[src/design/lpd_pkg.sv]
// shared constants of the pwm status-frame and diagnostic block
package lpd_pkg;
	// ********************************************************************
	// frame geometry
	// ********************************************************************
	localparam int CHANNELS = 32'h30;
	localparam int FRAME_BITS = 32'h248;
	localparam int CNT_W = 32'ha;
	localparam int FIELD_W = 32'hc;
	localparam int COR_W = 32'h6;
	localparam int COR_LSB = 32'h6;
	localparam int CMD_W = 32'h8;
	localparam int CMD_NIB_W = 32'h4;
	localparam int CH_IDX_W = 32'h6;
	localparam int RES_W = 32'h7;
	// ********************************************************************
	// commands, upper nibble of the frame's command byte
	// ********************************************************************
	localparam logic [3:0] CMD_COR = 4'h2;
	localparam logic [3:0] CMD_TEST = 4'h5;
	localparam logic [3:0] CMD_PHS = 4'h6;
	localparam logic [3:0] CMD_CRD = 4'h7;
	// ********************************************************************
	// reset values, timing, buffering
	// ********************************************************************
	localparam logic [5:0] COR_RST = 6'h00;
	localparam logic NOL_RST = 1'h1;
	localparam logic PHS_RST = 1'h0;
	localparam logic CRD_RST = 1'h0;
	localparam int TEST_PWM_CYCLES = 32'h40;
	localparam int RES_FIFO_DEPTH = 32'h4;
	// ********************************************************************
	// positions in the input synchroniser vector
	// ********************************************************************
	localparam int SY_SDI = 32'h0;
	localparam int SY_SCK = 32'h1;
	localparam int SY_LDI = 32'h2;
	localparam int SY_PCK = 32'h3;
	localparam int SY_OPN = 32'h4;
	localparam int SY_W = 32'h5;
endpackage // lpd_pkg

[src/design/lpd_strm_if.sv]
// valid/ready word stream between the block's own modules
interface lpd_strm_if #(
	parameter int W = 8
) ();
	logic valid;
	logic ready;
	logic [W-1:0] data;
	modport src (output valid, output data, input ready);
	modport snk (input valid, input data, output ready);
endinterface // lpd_strm_if

[src/design/lpd_fifo.sv]
// small flip-flop fifo with valid/ready on both sides
module lpd_fifo
	import lpd_pkg::*;
#(
	parameter int W = RES_W,
	parameter int DEPTH = RES_FIFO_DEPTH
) (
	// system
	input wire logic clk_i,
	input wire logic rst_i,
	// streams
	lpd_strm_if.snk wr,
	lpd_strm_if.src rd
);
	localparam int PW = (DEPTH > 1) ? $clog2(DEPTH) : 1;
	localparam int CW = $clog2(DEPTH + 1);
	typedef struct packed {
		logic [DEPTH-1:0][W-1:0] mem;
		logic [PW-1:0] wp;
		logic [PW-1:0] rp;
		logic [CW-1:0] cnt;
	} lpd_fifo_st_t;
	lpd_fifo_st_t r, n;
	logic push, pop;
	assign wr.ready = (r.cnt != CW'(DEPTH));
	assign rd.valid = (r.cnt != '0);
	assign rd.data = r.mem[r.rp];
	assign push = wr.valid & wr.ready;
	assign pop = rd.valid & rd.ready;
	always_comb begin
		n = r;
		if (push) begin
			n.mem[r.wp] = wr.data;
			n.wp = (r.wp == PW'(DEPTH - 1)) ? '0 : r.wp + PW'(1);
		end
		if (pop) begin
			n.rp = (r.rp == PW'(DEPTH - 1)) ? '0 : r.rp + PW'(1);
		end
		n.cnt = r.cnt + CW'(push) - CW'(pop);
	end
	always_ff @(posedge clk_i or posedge rst_i) begin
		if (rst_i) begin
			r <= '0;
		end else begin
			r <= n;
		end
	end
endmodule // lpd_fifo

[src/design/lpd_selftest.sv]
// sequential per-channel open-string self test
module lpd_selftest
	import lpd_pkg::*;
#(
	parameter int CH = CHANNELS,
	parameter int HOLD = TEST_PWM_CYCLES
) (
	// system
	input wire logic clk_i,
	input wire logic rst_i,
	// control
	input wire logic start_i,
	input wire logic pwm_rise_i,
	input wire logic open_i,
	output logic busy_o,
	output logic done_o,
	output logic [CH-1:0] pwm_o,
	// results
	lpd_strm_if.src res
);
	localparam int HW = $clog2(HOLD);
	typedef enum logic [1:0] {ST_IDLE, ST_DRIVE, ST_SEND} lpd_test_state_t;
	typedef struct packed {
		lpd_test_state_t state;
		logic [CH_IDX_W-1:0] ch;
		logic [HW-1:0] cnt;
		logic smp;
		logic done;
		logic [CH-1:0] oh;
		logic [CH-1:0] pwm;
	} lpd_test_st_t;
	lpd_test_st_t r, n;
	assign res.valid = (r.state == ST_SEND);
	assign res.data = {r.ch, r.smp};
	assign busy_o = (r.state != ST_IDLE);
	assign done_o = r.done;
	assign pwm_o = r.pwm;
	always_comb begin
		n = r;
		n.done = 1'b0;
		case (r.state)
			ST_IDLE: begin
				if (start_i) begin
					n.state = ST_DRIVE;
					n.ch = '0;
					n.cnt = '0;
					n.oh = CH'(1);
					n.pwm = CH'(1);
				end
			end
			ST_DRIVE: begin
				// only one output is high at a time
				if (pwm_rise_i) begin
					if (r.cnt == HW'(HOLD - 1)) begin
						n.smp = open_i;
						n.pwm = '0;
						n.state = ST_SEND;
					end else begin
						n.cnt = r.cnt + HW'(1);
					end
				end
			end
			ST_SEND: begin
				// a full result buffer holds the test here
				if (res.ready) begin
					if (r.ch == CH_IDX_W'(CH - 1)) begin
						n.state = ST_IDLE;
						n.done = 1'b1;
					end else begin
						n.ch = r.ch + CH_IDX_W'(1);
						n.cnt = '0;
						n.oh = {r.oh[CH-2:0], 1'b0};
						n.pwm = {r.oh[CH-2:0], 1'b0};
						n.state = ST_DRIVE;
					end
				end
			end
			default: begin
				n.state = ST_IDLE;
			end
		endcase
	end
	always_ff @(posedge clk_i or posedge rst_i) begin
		if (rst_i) begin
			r <= '0;
			r.state <= ST_IDLE;
		end else begin
			r <= n;
		end
	end
endmodule // lpd_selftest

[src/design/lpd_status_top.sv]
// top of the status-frame and diagnostic logic of the 48-channel pwm generator
// Behaviour
// - each device's frame is 584 serial clocks; host adds one cycle for the strobe
// - a status frame leaves on serial out while the next frame comes in
// - status changes only on a command, except the diagnostic flags
// - each status frame carries corrections, test, phase and correction-off bits
// - the five spare bits of every channel field read as zero
// - strobe before 584 clocks, or while serial clock is high, is a sync error
// - the sync flag reports only the error of the strobe that captures the frame
// - repeated strobes with no serial clock between are not an error
// - every strobe resets the serial interface: bit counter and alignment
// - open-string input is sampled on the first serial clock rise after a strobe
// - sampled low clears all 48 open flags; high sets all of them
// - self test drives each output alone for 64 pwm clocks and records input
// - test results replace the open flags and set the test indicator
// - one frame later the indicator clears and flags follow the sampled input
// - command 0x6 toggles phase-shift mode, clear after reset, always reported
// - command 0x7 toggles correction disable, clear after reset, always reported
module lpd_status_top
	import lpd_pkg::*;
(
	// system
	input wire logic MCLK_I,
	input wire logic RST_I,
	// serial link
	input wire logic SERIAL_DATA_IN_I,
	input wire logic SERIAL_CLOCK_IN_I,
	input wire logic LOAD_STROBE_I,
	output logic SERIAL_DATA_OUT_O,
	output logic SERIAL_CLOCK_OUT_O,
	// pwm side
	input wire logic PWM_CLOCK_I,
	input wire logic OPEN_STRING_INPUT_I,
	output logic [CHANNELS-1:0] PWM_O,
	// mode and diagnostic levels
	output logic PHASE_SHIFT_MODE_O,
	output logic CORRECTION_DISABLE_O,
	output logic OUT_OF_SYNC_FLAG_O,
	output logic OPEN_TEST_INDICATOR_O,
	output logic SELF_TEST_BUSY_O,
	output logic RESULT_FIFO_FULL_O
);
	// ********************************************************************
	// state
	// ********************************************************************
	typedef struct packed {
		logic [SY_W-1:0] sy1;
		logic [SY_W-1:0] sy2;
		logic [SY_W-1:0] sy3;
		logic [FRAME_BITS-1:0] sh;
		logic [CNT_W-1:0] cnt;
		logic serial_data_out;
		logic sco;
		logic [CHANNELS-1:0][COR_W-1:0] channel_correction_value;
		logic [CHANNELS-1:0] open_string_flags;
		logic out_of_sync_flag;
		logic open_test_indicator;
		logic phase_shift_mode;
		logic correction_disable;
		logic fin;
		logic go;
		logic busy;
		logic full;
	} lpd_top_st_t;
	lpd_top_st_t r, n;

	// ********************************************************************
	// events seen through the synchronisers
	// ********************************************************************
	logic sck_rise;
	logic sck_fall;
	logic sck_high;
	logic ldi_rise;
	logic pck_rise;
	logic frame_full;
	logic frame_empty;
	logic frame_ok;
	logic sync_err;
	logic [CMD_NIB_W-1:0] cmd_nib;

	// edges are taken between the second and third stage only
	assign sck_rise = r.sy2[SY_SCK] & ~r.sy3[SY_SCK];
	assign sck_fall = ~r.sy2[SY_SCK] & r.sy3[SY_SCK];
	assign sck_high = r.sy2[SY_SCK];
	assign ldi_rise = r.sy2[SY_LDI] & ~r.sy3[SY_LDI];
	assign pck_rise = r.sy2[SY_PCK] & ~r.sy3[SY_PCK];

	// the counter saturates, so a cascade of any length ends in a full frame
	assign frame_full = (r.cnt == CNT_W'(FRAME_BITS));
	assign frame_empty = (r.cnt == '0);

	// a strobe with no clock since the last one leaves the counter at zero
	assign sync_err = ldi_rise & ((~frame_full & ~frame_empty) | sck_high);
	assign frame_ok = ldi_rise & frame_full & ~sck_high;
	assign cmd_nib = r.sh[FRAME_BITS-1 -: CMD_NIB_W];

	// ********************************************************************
	// command decode
	// ********************************************************************
	logic phs_new;
	logic crd_new;
	logic cor_load;
	logic test_req;
	logic syc_cap;

	// a corrupted frame executes no command, modes are left as they were
	assign phs_new = r.phase_shift_mode ^ (frame_ok & (cmd_nib == CMD_PHS));
	assign crd_new = r.correction_disable ^ (frame_ok & (cmd_nib == CMD_CRD));
	assign cor_load = frame_ok & (cmd_nib == CMD_COR);
	assign test_req = frame_ok & (cmd_nib == CMD_TEST) & ~r.busy & ~r.fin;

	// errors arise only at a strobe, so each capture reports its own strobe alone
	assign syc_cap = sync_err;

	// ********************************************************************
	// status frame assembly
	// ********************************************************************
	logic [CHANNELS-1:0][COR_W-1:0] cor_new;
	logic [FRAME_BITS-1:0] stat_w;

	for (genvar c = 0; c < CHANNELS; c++) begin : g_ch
		assign cor_new[c] = cor_load ? r.sh[c*FIELD_W+COR_LSB +: COR_W] : r.channel_correction_value[c];
		// correction, five zero bits, open flag
		assign stat_w[c*FIELD_W +: FIELD_W] = {cor_new[c], {(FIELD_W-COR_W-1){1'b0}}, r.open_string_flags[c]};
	end

	// global byte: sync, test indicator, phase shift, correction off
	assign stat_w[FRAME_BITS-1 -: CMD_W] = {syc_cap, r.open_test_indicator, phs_new, crd_new, 4'h0};

	// ********************************************************************
	// self test and its result path
	// ********************************************************************
	lpd_strm_if #(.W(RES_W)) res_a ();
	lpd_strm_if #(.W(RES_W)) res_b ();

	logic st_busy;
	logic st_done;
	logic drain_ok;
	logic [CH_IDX_W-1:0] res_idx;
	logic res_bit;

	lpd_selftest #(
		.CH(CHANNELS),
		.HOLD(TEST_PWM_CYCLES)
	) u_test (
		.clk_i(MCLK_I),
		.rst_i(RST_I),
		.start_i(r.go),
		.pwm_rise_i(pck_rise),
		.open_i(r.sy2[SY_OPN]),
		.busy_o(st_busy),
		.done_o(st_done),
		.pwm_o(PWM_O),
		.res(res_a.src)
	);

	lpd_fifo #(
		.W(RES_W),
		.DEPTH(RES_FIFO_DEPTH)
	) u_fifo (
		.clk_i(MCLK_I),
		.rst_i(RST_I),
		.wr(res_a.snk),
		.rd(res_b.src)
	);

	// flags are frozen while the strobe is high so a snapshot never straddles
	// a result write; a long strobe therefore backs the test up
	assign drain_ok = ~r.sy2[SY_LDI];
	assign res_b.ready = drain_ok;
	assign res_idx = res_b.data[RES_W-1:1];
	assign res_bit = res_b.data[0];

	// ********************************************************************
	// next state
	// ********************************************************************
	always_comb begin
		n = r;
		n.go = 1'b0;
		n.busy = st_busy;
		n.full = ~res_a.ready;

		// two stages on every pin before any logic looks at it
		n.sy1 = {OPEN_STRING_INPUT_I, PWM_CLOCK_I, LOAD_STROBE_I, SERIAL_CLOCK_IN_I, SERIAL_DATA_IN_I};
		n.sy2 = r.sy1;
		n.sy3 = r.sy2;
		n.sco = r.sy2[SY_SCK];

		// incoming data shifts through the same register that holds status
		if (sck_rise) begin
			n.sh = {r.sh[FRAME_BITS-2:0], r.sy2[SY_SDI]};
			if (!frame_full) begin
				n.cnt = r.cnt + CNT_W'(1);
			end
			// pending test results keep the flags until they are reported
			if (frame_empty && !r.open_test_indicator && !r.busy && !r.fin) begin
				n.open_string_flags = {CHANNELS{r.sy2[SY_OPN]}};
			end
		end

		// out data changes on the falling edge, ready for the next rise
		if (sck_fall) begin
			n.serial_data_out = r.sh[FRAME_BITS-1];
		end

		// one result per accepted word overwrites its channel's flag
		if (res_b.valid && drain_ok) begin
			n.open_string_flags[res_idx] = res_bit;
		end

		if (st_done) begin
			n.fin = 1'b1;
		end

		// the indicator waits until the last buffered result is written
		if (r.fin && !res_b.valid) begin
			n.fin = 1'b0;
			n.open_test_indicator = 1'b1;
		end

		// strobe: execute, capture the status frame, restart the interface
		if (ldi_rise) begin
			n.cnt = '0;
			n.sh = stat_w;
			n.serial_data_out = stat_w[FRAME_BITS-1];
			n.phase_shift_mode = phs_new;
			n.correction_disable = crd_new;
			n.channel_correction_value = cor_new;
			n.go = test_req;
			// the port shows the bit just captured; the next capture starts afresh
			n.out_of_sync_flag = syc_cap;
			if (r.open_test_indicator) begin
				n.open_test_indicator = 1'b0;
			end
		end
	end

	// ********************************************************************
	// registers
	// ********************************************************************
	always_ff @(posedge MCLK_I or posedge RST_I) begin
		if (RST_I) begin
			r <= '0;
			r.channel_correction_value <= {CHANNELS{COR_RST}};
			r.open_string_flags <= {CHANNELS{NOL_RST}};
			r.phase_shift_mode <= PHS_RST;
			r.correction_disable <= CRD_RST;
		end else begin
			r <= n;
		end
	end

	// ********************************************************************
	// outputs
	// ********************************************************************
	assign SERIAL_DATA_OUT_O = r.serial_data_out;
	assign SERIAL_CLOCK_OUT_O = r.sco;
	assign PHASE_SHIFT_MODE_O = r.phase_shift_mode;
	assign CORRECTION_DISABLE_O = r.correction_disable;
	assign OUT_OF_SYNC_FLAG_O = r.out_of_sync_flag;
	assign OPEN_TEST_INDICATOR_O = r.open_test_indicator;
	assign SELF_TEST_BUSY_O = r.busy;
	assign RESULT_FIFO_FULL_O = r.full;
endmodule // lpd_status_top

[config.mk]
export PLATFORM = sky130hd
export DESIGN_NAME = lpd_status_top
export DESIGN_NICKNAME = d
export VERILOG_FILES = /design/src/design/lpd_pkg.sv /design/src/design/lpd_strm_if.sv /design/src/design/lpd_fifo.sv /design/src/design/lpd_selftest.sv /design/src/design/lpd_status_top.sv
export SDC_FILE = /design/constraint.sdc
export NUM_CORES = 2
export LEC_CHECK = 0
export ABC_AREA = 0
export BUFFER_PORTS_ARGS = -buffer_cell sky130_fd_sc_hd__clkbuf_2
export CAP_MARGIN = 20
export CORE_MARGIN = 4
export CORE_UTILIZATION = 58
export DETAILED_ROUTE_END_ITERATION = 10
export PLACE_DENSITY = 0.74
export SETUP_SLACK_MARGIN = 0.02
export SLEW_MARGIN = 10
export SYNTH_ARGS = -nofsm -noshare
export SYNTH_HDL_FRONTEND = slang
export SYNTH_HIERARCHICAL = 1
export SYNTH_SLANG_ARGS = --single-unit
[constraint.sdc]
create_clock -name MCLK_I -period 46.3 [get_ports MCLK_I]
set_input_delay 6.945 -clock MCLK_I [delete_from_list [all_inputs] [get_ports MCLK_I]]
set_output_delay 6.945 -clock MCLK_I [all_outputs]
set_load 0.01 [all_outputs]
---- Yosys cells after proc, flatten, opt, wreduce, memory -nomap -nowiden ----
Index checks and enable logic that the tools add are counted.
operators by class
  eq/ne operators ......................... 19
  add/subtract/negate cells ............... 7
  reductions and logical operators ........ 26
  $lt $le $gt $ge ......................... 5
  bitwise gates (word level) .............. 29
  muxes and demuxes ....................... 92
operator list
  kind                                            number
  two-way mux 595 bit                             1
  two-way mux 594 bit                             1
  two-way mux 6 bit                               49
  two-way mux 48 bit                              5
  one-hot mux 48 bit (3 select lines)             1
  two-way mux 97 bit                              1
  two-way mux 96 bit                              1
  two-way mux 95 bit                              1
  one-hot mux 47 bit (2 select lines)             1
  bitwise mux 48 bit                              1
  bitwise mux 28 bit                              1
  two-way mux 14 bit                              2
  two-way mux 7 bit                               3
  one-hot mux 6 bit (3 select lines)              1
  bitwise AND 1 bit                               16
  binary-select mux 7 bit (select 2 bit)          1
  demux 7 bit (select 2 bit)                      1
  adder 6 x 1 -> 6 bit (second input constant)    2
  == test 4 x 3 -> 1 bit (second input constant)  3
  == test 6 bit (second input constant)           2
  two-way mux 12 bit                              1
  != test 2 bit (second input constant)           6
  one-hot mux 6 bit (2 select lines)              1
  AND reduction 6 bit                             2
  other kinds (32)                                74
word-level totals
  output and inout port bits .............. 56
  bits in registers ....................... 1100
  input port bits ......................... 7

---- Longest topological paths before layout ----
  depth in word-level cells ............... 8
  gate-level depth with buffers ........... 10
  gate-level depth less buffers ........... 9

---- Modules after synthesis ----
Netlist, hierarchy kept.
by module, submodules not included
  module          instances  cells an instance  area each (µm²)
  lpd_status_top  1          4263               41073.1
  lpd_selftest    1          587                5741.8
  lpd_fifo        1          108                1791.7

---- Worst setup path after synthesis ----
No wires, ideal clock.
  path kind ............................... flip-flop to output port
  start point ............................. register u_test.r (netlist bit u_test/pwm_o[10])
  end point ............................... output PWM_O[10]
  arrival ................................. 486 ps
  data required time ...................... 39355 ps
  cell stages (with the launch flop) ...... 2
  path slack .............................. 38869 ps
  cell sequence ........................... dfrtp_1 > buf_4
RTL lines
  element                   line                  text
  start: declaration        lpd_selftest.sv:32    lpd_test_st_t r, n;
  start signal: assignment  lpd_selftest.sv:88    r <= n;
  end: declaration          lpd_status_top.sv:34  output logic [CHANNELS-1:0] PWM_O,
No word-level cell between the ends.

==> run_results.csv <==
group,metric,value,unit
setup_path,critical_path_required,46.95,ns
route,dr.pass1.iters,5,
final_layout,final_core_occ,0.637,
setup_path,critPathBufInv,5,
clocking,htree_num_levels,3,
sta,fin_worst_skew,0.0188,ns
route,starting_drt_drc_count,2985,
route,drt_wl_total,101000,um
clocking,cts_setup_buffers,0,
clocking,cts-resized-gates,0,
floorplanning,num_io_pins,63,
setup_path,setup.worst_path.class,"input pin to asynchronous set/reset pin",
power_and_ir_drop,share_comb_of_total_power,0.086,
clocking,max-clock-path-buffers,3,
global_route,maximum_number_of_pins_on_one_net_before_global_route_repair,275,
power_and_ir_drop,p_per_area,42.3,nW/um2
placed_design,final_estimated_routing_congestion_in_global_placement,0.762,
yosys,synthesis.instances,4958,
global_route,gr-total-overflow,0,
sta,finalHoldViolCount,0,
clocking,hold_buf_count_cts,0,
setup_path,regToRegStartpoint,"r[941]",
power_and_ir_drop,netSwitchingPower,537,uW
global_route,first_global_vias,34019,
global_route,peak_usage_layer_in_the_global_routing_report,"met2",
yosys,syn-num-nets,4981,
setup_path,worst_setup_path_start_kind,"input pin",
power_and_ir_drop,vdd_ir_drop_max,0.0000364,V
floorplanning,design.die.area,88500,um2
power_and_ir_drop,leakagePower,0.0231,uW
job,drv_cap,0,
setup_path,critPathMaxFanout,114,
yosys,synth.distinct_cells,69,
yosys,mappedNetlistArea,48600,um2
route,detailroute.via_count,34361,
route,detail_route.vias_per_cell,5.81,
clocking,clock_tree.root_cell,"sky130_fd_sc_hd__clkbuf_16",
final_layout,drive_gt1_frac,0.145,
setup_path,worstPathCellList,"clkbuf_2, inv_8, buf_4, buf_4, buf_4",
sta,worst_pin_slew,1.45,ns
clocking,clk_pin_slew,0.06,ns
sta,max_clock_freq,103,MHz
clocking,tritoncts_num_sinks,1098,
global_route,wire_length_of_the_first_global_routing_pass,172000,um
power_and_ir_drop,sequentialPowerShare,0.500,
floorplanning,core.rowCount,105,
sta,tns,0,ns
setup_path,endpoint_kind,"asynchronous set/reset pin",
clocking,clock_latency,0.66,ns
global_route,met1_usage_in_global_routing,0.330,
final_layout,instances_no_fill,5912,
floorplanning,die_width,297,um
global_route,number_of_antenna_violations_at_the_first_check_in_global_routing,2,
floorplanning,coreArea,82600,um2
yosys,synth_edf_count,0,
yosys,syn_area_per_cell,9.80,um2
final_layout,nNetsFinal,4774,
setup_path,timing.critical_path.from,"RST_I",
placed_design,dpl.hpwl,54400,um
power_and_ir_drop,cell_internal_pwr,1690,uW
worst_hold_path,timing.hold.worst.start,"n[947]",
power_and_ir_drop,netSwitchingFraction,0.241,
clocking,tritoncts_clock_tree,"built",
global_route,grt_util_met2,0.367,
outcome,outcome,"complete, no violations",
placed_design,io_buffer_count,62,
route,detail-route-antenna-nets,0,
route,post_route_drc_violation_count,0,
yosys,ys_async_sr_fraction,1.00,
global_route,track_usage,0.228,
final_layout,layout_overhead_on_the_synthesized_area,8.21,%
route,routedWlPerCell,17.1,um
setup_path,critical-path-top-cell-by-count,"sky130_fd_sc_hd__buf_4",
setup_path,peak_per_stage_delay_on_the_critical_path,0.89,ns
global_route,grt_met3_use,0.0353,
worst_hold_path,worst_hold_path_type,"flip-flop to flip-flop",
sta,finalMaxSlewViolations,0,
yosys,synth_seq_area_share,0.567,
yosys,synth.ff_latch_count,1098,
yosys,ys.warnings.count,6,
sta,timing.final.crit_share,0.210,
setup_path,crit_path_top_delay_cell,"sky130_fd_sc_hd__buf_4",
sta,finalCriticalPeriod,9.73,ns
yosys,ys_dominant_reg_cell,"sky130_fd_sc_hd__dfrtp_1",
floorplanning,initial_utilization,0.588,
final_layout,antenna_cells,0,
sta,timing.final.setup_violations,0,
sta,grt_setup_unrepaired,"false",
sta,worst_slew_margin,0.0315,
clocking,cts_buffers,111,
floorplanning,die-height,297,um
power_and_ir_drop,share_clk_of_total_power,0.414,
final_layout,fill_cells,6510,
placed_design,dp.cells,5705,
setup_path,arrival,10.38,ns
setup_path,critical_path.top_delay_family,"buffers and inverters",
## through the flow
step,power [uW],setup slack (ns),hold slack [ns],area [um2]
2_1_floorplan,1270,12.66,0.331,48600
3_3_place_gp,1310,35.73,0.346,48700
3_5_place_dp,1320,35.70,0.338,48700
4_1_cts,2250,36.41,0.361,52500
5_1_grt,2320,35.98,0.368,52600
6_report,2230,36.57,0.358,52600
## synthesized netlist by cell type (all sizes together), types with 8 or more instances
master | count | area [um2]
inv | 346 | 1300
ha | 15 | 188
o22ai | 277 | 1730
nand2 | 1085 | 4070
nand4 | 8 | 65.1
buf | 188 | 1200
mux2i | 49 | 490
a21oi | 578 | 2890
and3 | 10 | 82.6
nor2 | 76 | 285
clkbuf | 251 | 942
dfstp | 48 | 1260
a31oi | 57 | 357
mux2 | 315 | 3660
nand3 | 67 | 353
dfrtp | 1050 | 26300
o221a | 11 | 124
a2bb2oi | 48 | 420
nand2b | 8 | 50.1
o21ai | 329 | 1660
o31ai | 53 | 398
nor3 | 12 | 76.3
## worst reg2reg max path, cell delays in order, from the launching register on
cell,delay [ns]
sky130_fd_sc_hd__dfrtp_1,0.54
sky130_fd_sc_hd__nand2b_4,0.65
sky130_fd_sc_hd__buf_4,0.69
sky130_fd_sc_hd__buf_4,0.79
sky130_fd_sc_hd__buf_4,0.90
sky130_fd_sc_hd__mux2_2,0.45
sky130_fd_sc_hd__o22ai_1,0.16
sky130_fd_sc_hd__a21oi_1,0.07
## cell usage in the layout, fill, tap and decap left out, types with 5 or more instances in the layout
| cell | Yosys | routed |
|---|---|---|
| sky130_fd_sc_hd__a21oi_1 | 578 | 577 |
| sky130_fd_sc_hd__a2bb2oi_1 | 48 | 48 |
| sky130_fd_sc_hd__a31oi_1 | 57 | 57 |
| sky130_fd_sc_hd__and3_1 | 6 | 6 |
| sky130_fd_sc_hd__buf_12 | 4 | 7 |
| sky130_fd_sc_hd__buf_4 | 56 | 45 |
| sky130_fd_sc_hd__bufinv_16 | 0 | 9 |
| sky130_fd_sc_hd__clkbuf_1 | 251 | 28 |
| sky130_fd_sc_hd__clkbuf_16 | 0 | 115 |
| sky130_fd_sc_hd__clkbuf_2 | 0 | 62 |
| sky130_fd_sc_hd__clkbuf_8 | 0 | 31 |
| sky130_fd_sc_hd__clkinv_2 | 0 | 15 |
| sky130_fd_sc_hd__dfrtp_1 | 1050 | 1050 |
| sky130_fd_sc_hd__dfstp_2 | 48 | 48 |
| sky130_fd_sc_hd__ha_1 | 15 | 14 |
| sky130_fd_sc_hd__inv_1 | 346 | 344 |
| sky130_fd_sc_hd__mux2_2 | 283 | 283 |
| sky130_fd_sc_hd__mux2_4 | 29 | 29 |
| sky130_fd_sc_hd__mux2i_1 | 49 | 49 |
| sky130_fd_sc_hd__mux4_2 | 7 | 7 |
| sky130_fd_sc_hd__nand2_1 | 1085 | 1085 |
| sky130_fd_sc_hd__nand2b_1 | 8 | 6 |
| sky130_fd_sc_hd__nand3_1 | 65 | 65 |
| sky130_fd_sc_hd__nand4_1 | 7 | 7 |
| sky130_fd_sc_hd__nor2_1 | 76 | 75 |
| sky130_fd_sc_hd__nor2b_1 | 7 | 6 |
| sky130_fd_sc_hd__nor3_1 | 10 | 10 |
| sky130_fd_sc_hd__nor4_1 | 5 | 5 |
| sky130_fd_sc_hd__o211ai_1 | 5 | 5 |
| sky130_fd_sc_hd__o21ai_0 | 320 | 320 |
| sky130_fd_sc_hd__o21ai_1 | 8 | 8 |
| sky130_fd_sc_hd__o221a_2 | 11 | 11 |
| sky130_fd_sc_hd__o22ai_1 | 277 | 277 |
| sky130_fd_sc_hd__o31ai_1 | 53 | 53 |
| sky130_fd_sc_hd__xor2_1 | 6 | 6 |
## power by group through the flow
stage / clock [uW] / combinational, uW / sequential [uW]
after detailed placement: 0 / 192 / 1130
after CTS: 941 / 193 / 1110
after floorplan: 0 / 158 / 1110
final: 921 / 192 / 1110
after global placement: 0 / 185 / 1120
after global routing: 982 / 218 / 1120
## flip-flops by register name, summed over array words and instances, names as in the netlist
name / count
RESULT_FIFO_FULL_O: 1
PHASE_SHIFT_MODE_O: 1
u_fifo/r: 35
OPEN_TEST_INDICATOR_O: 1
r: 931
SERIAL_DATA_OUT_O: 1
u_test/res.data: 7
n: 10
u_test/pwm_o: 48
OUT_OF_SYNC_FLAG_O: 1
u_test/r: 55
u_test/done_o: 1
cmd_nib: 4
CORRECTION_DISABLE_O: 1
SELF_TEST_BUSY_O: 1
## path summary, 6_finish.rpt
check                                     end  slack (ns)  depth (start not counted)
setup / recovery                       r[634]       36.57                          5
hold / removal                         n[942]        0.36                          0
setup reg to reg                       r[690]       41.89                          7
hold reg to reg                        n[942]        0.36                          0
max in group MCLK_I        SERIAL_CLOCK_OUT_O       37.92                          1
min in group asynchronous     u_test/pwm_o[4]        6.43                          2
## routing by layer
layer,vias up,wire length (um)
li1,16326,-
met1,17211,47300
met2,670,47300
met3,154,4490
met4,0,2140
met5,-,0
## area by class of cell
class	instances	area (um2)	share of cell area
Clock buffer	174	3410	0.0648
Clock inverter	30	405	0.00771
Inverter	346	1310	0.0249
Multi-Input combinational cell	3075	17700	0.337
Sequential cell	1098	27500	0.524
Tap cell	1070	1340	0.0255
Timing Repair Buffer	119	891	0.0169
## cells by family after synthesis
| group | Yosys count | synth area share |
|---|---|---|
| buffers and inverters | 785 | 0.0708 |
| and+or+nand+nor | 1307 | 0.109 |
| xor gates and xnor gates | 10 | 0.00180 |
| adders and majority gates | 16 | 0.00427 |
| DFF | 1098 | 0.567 |
| muxes | 371 | 0.0886 |
| AOI/OAI and AO/OA | 1371 | 0.159 |
Note: power is estimated with default switching activity, not from simulation.
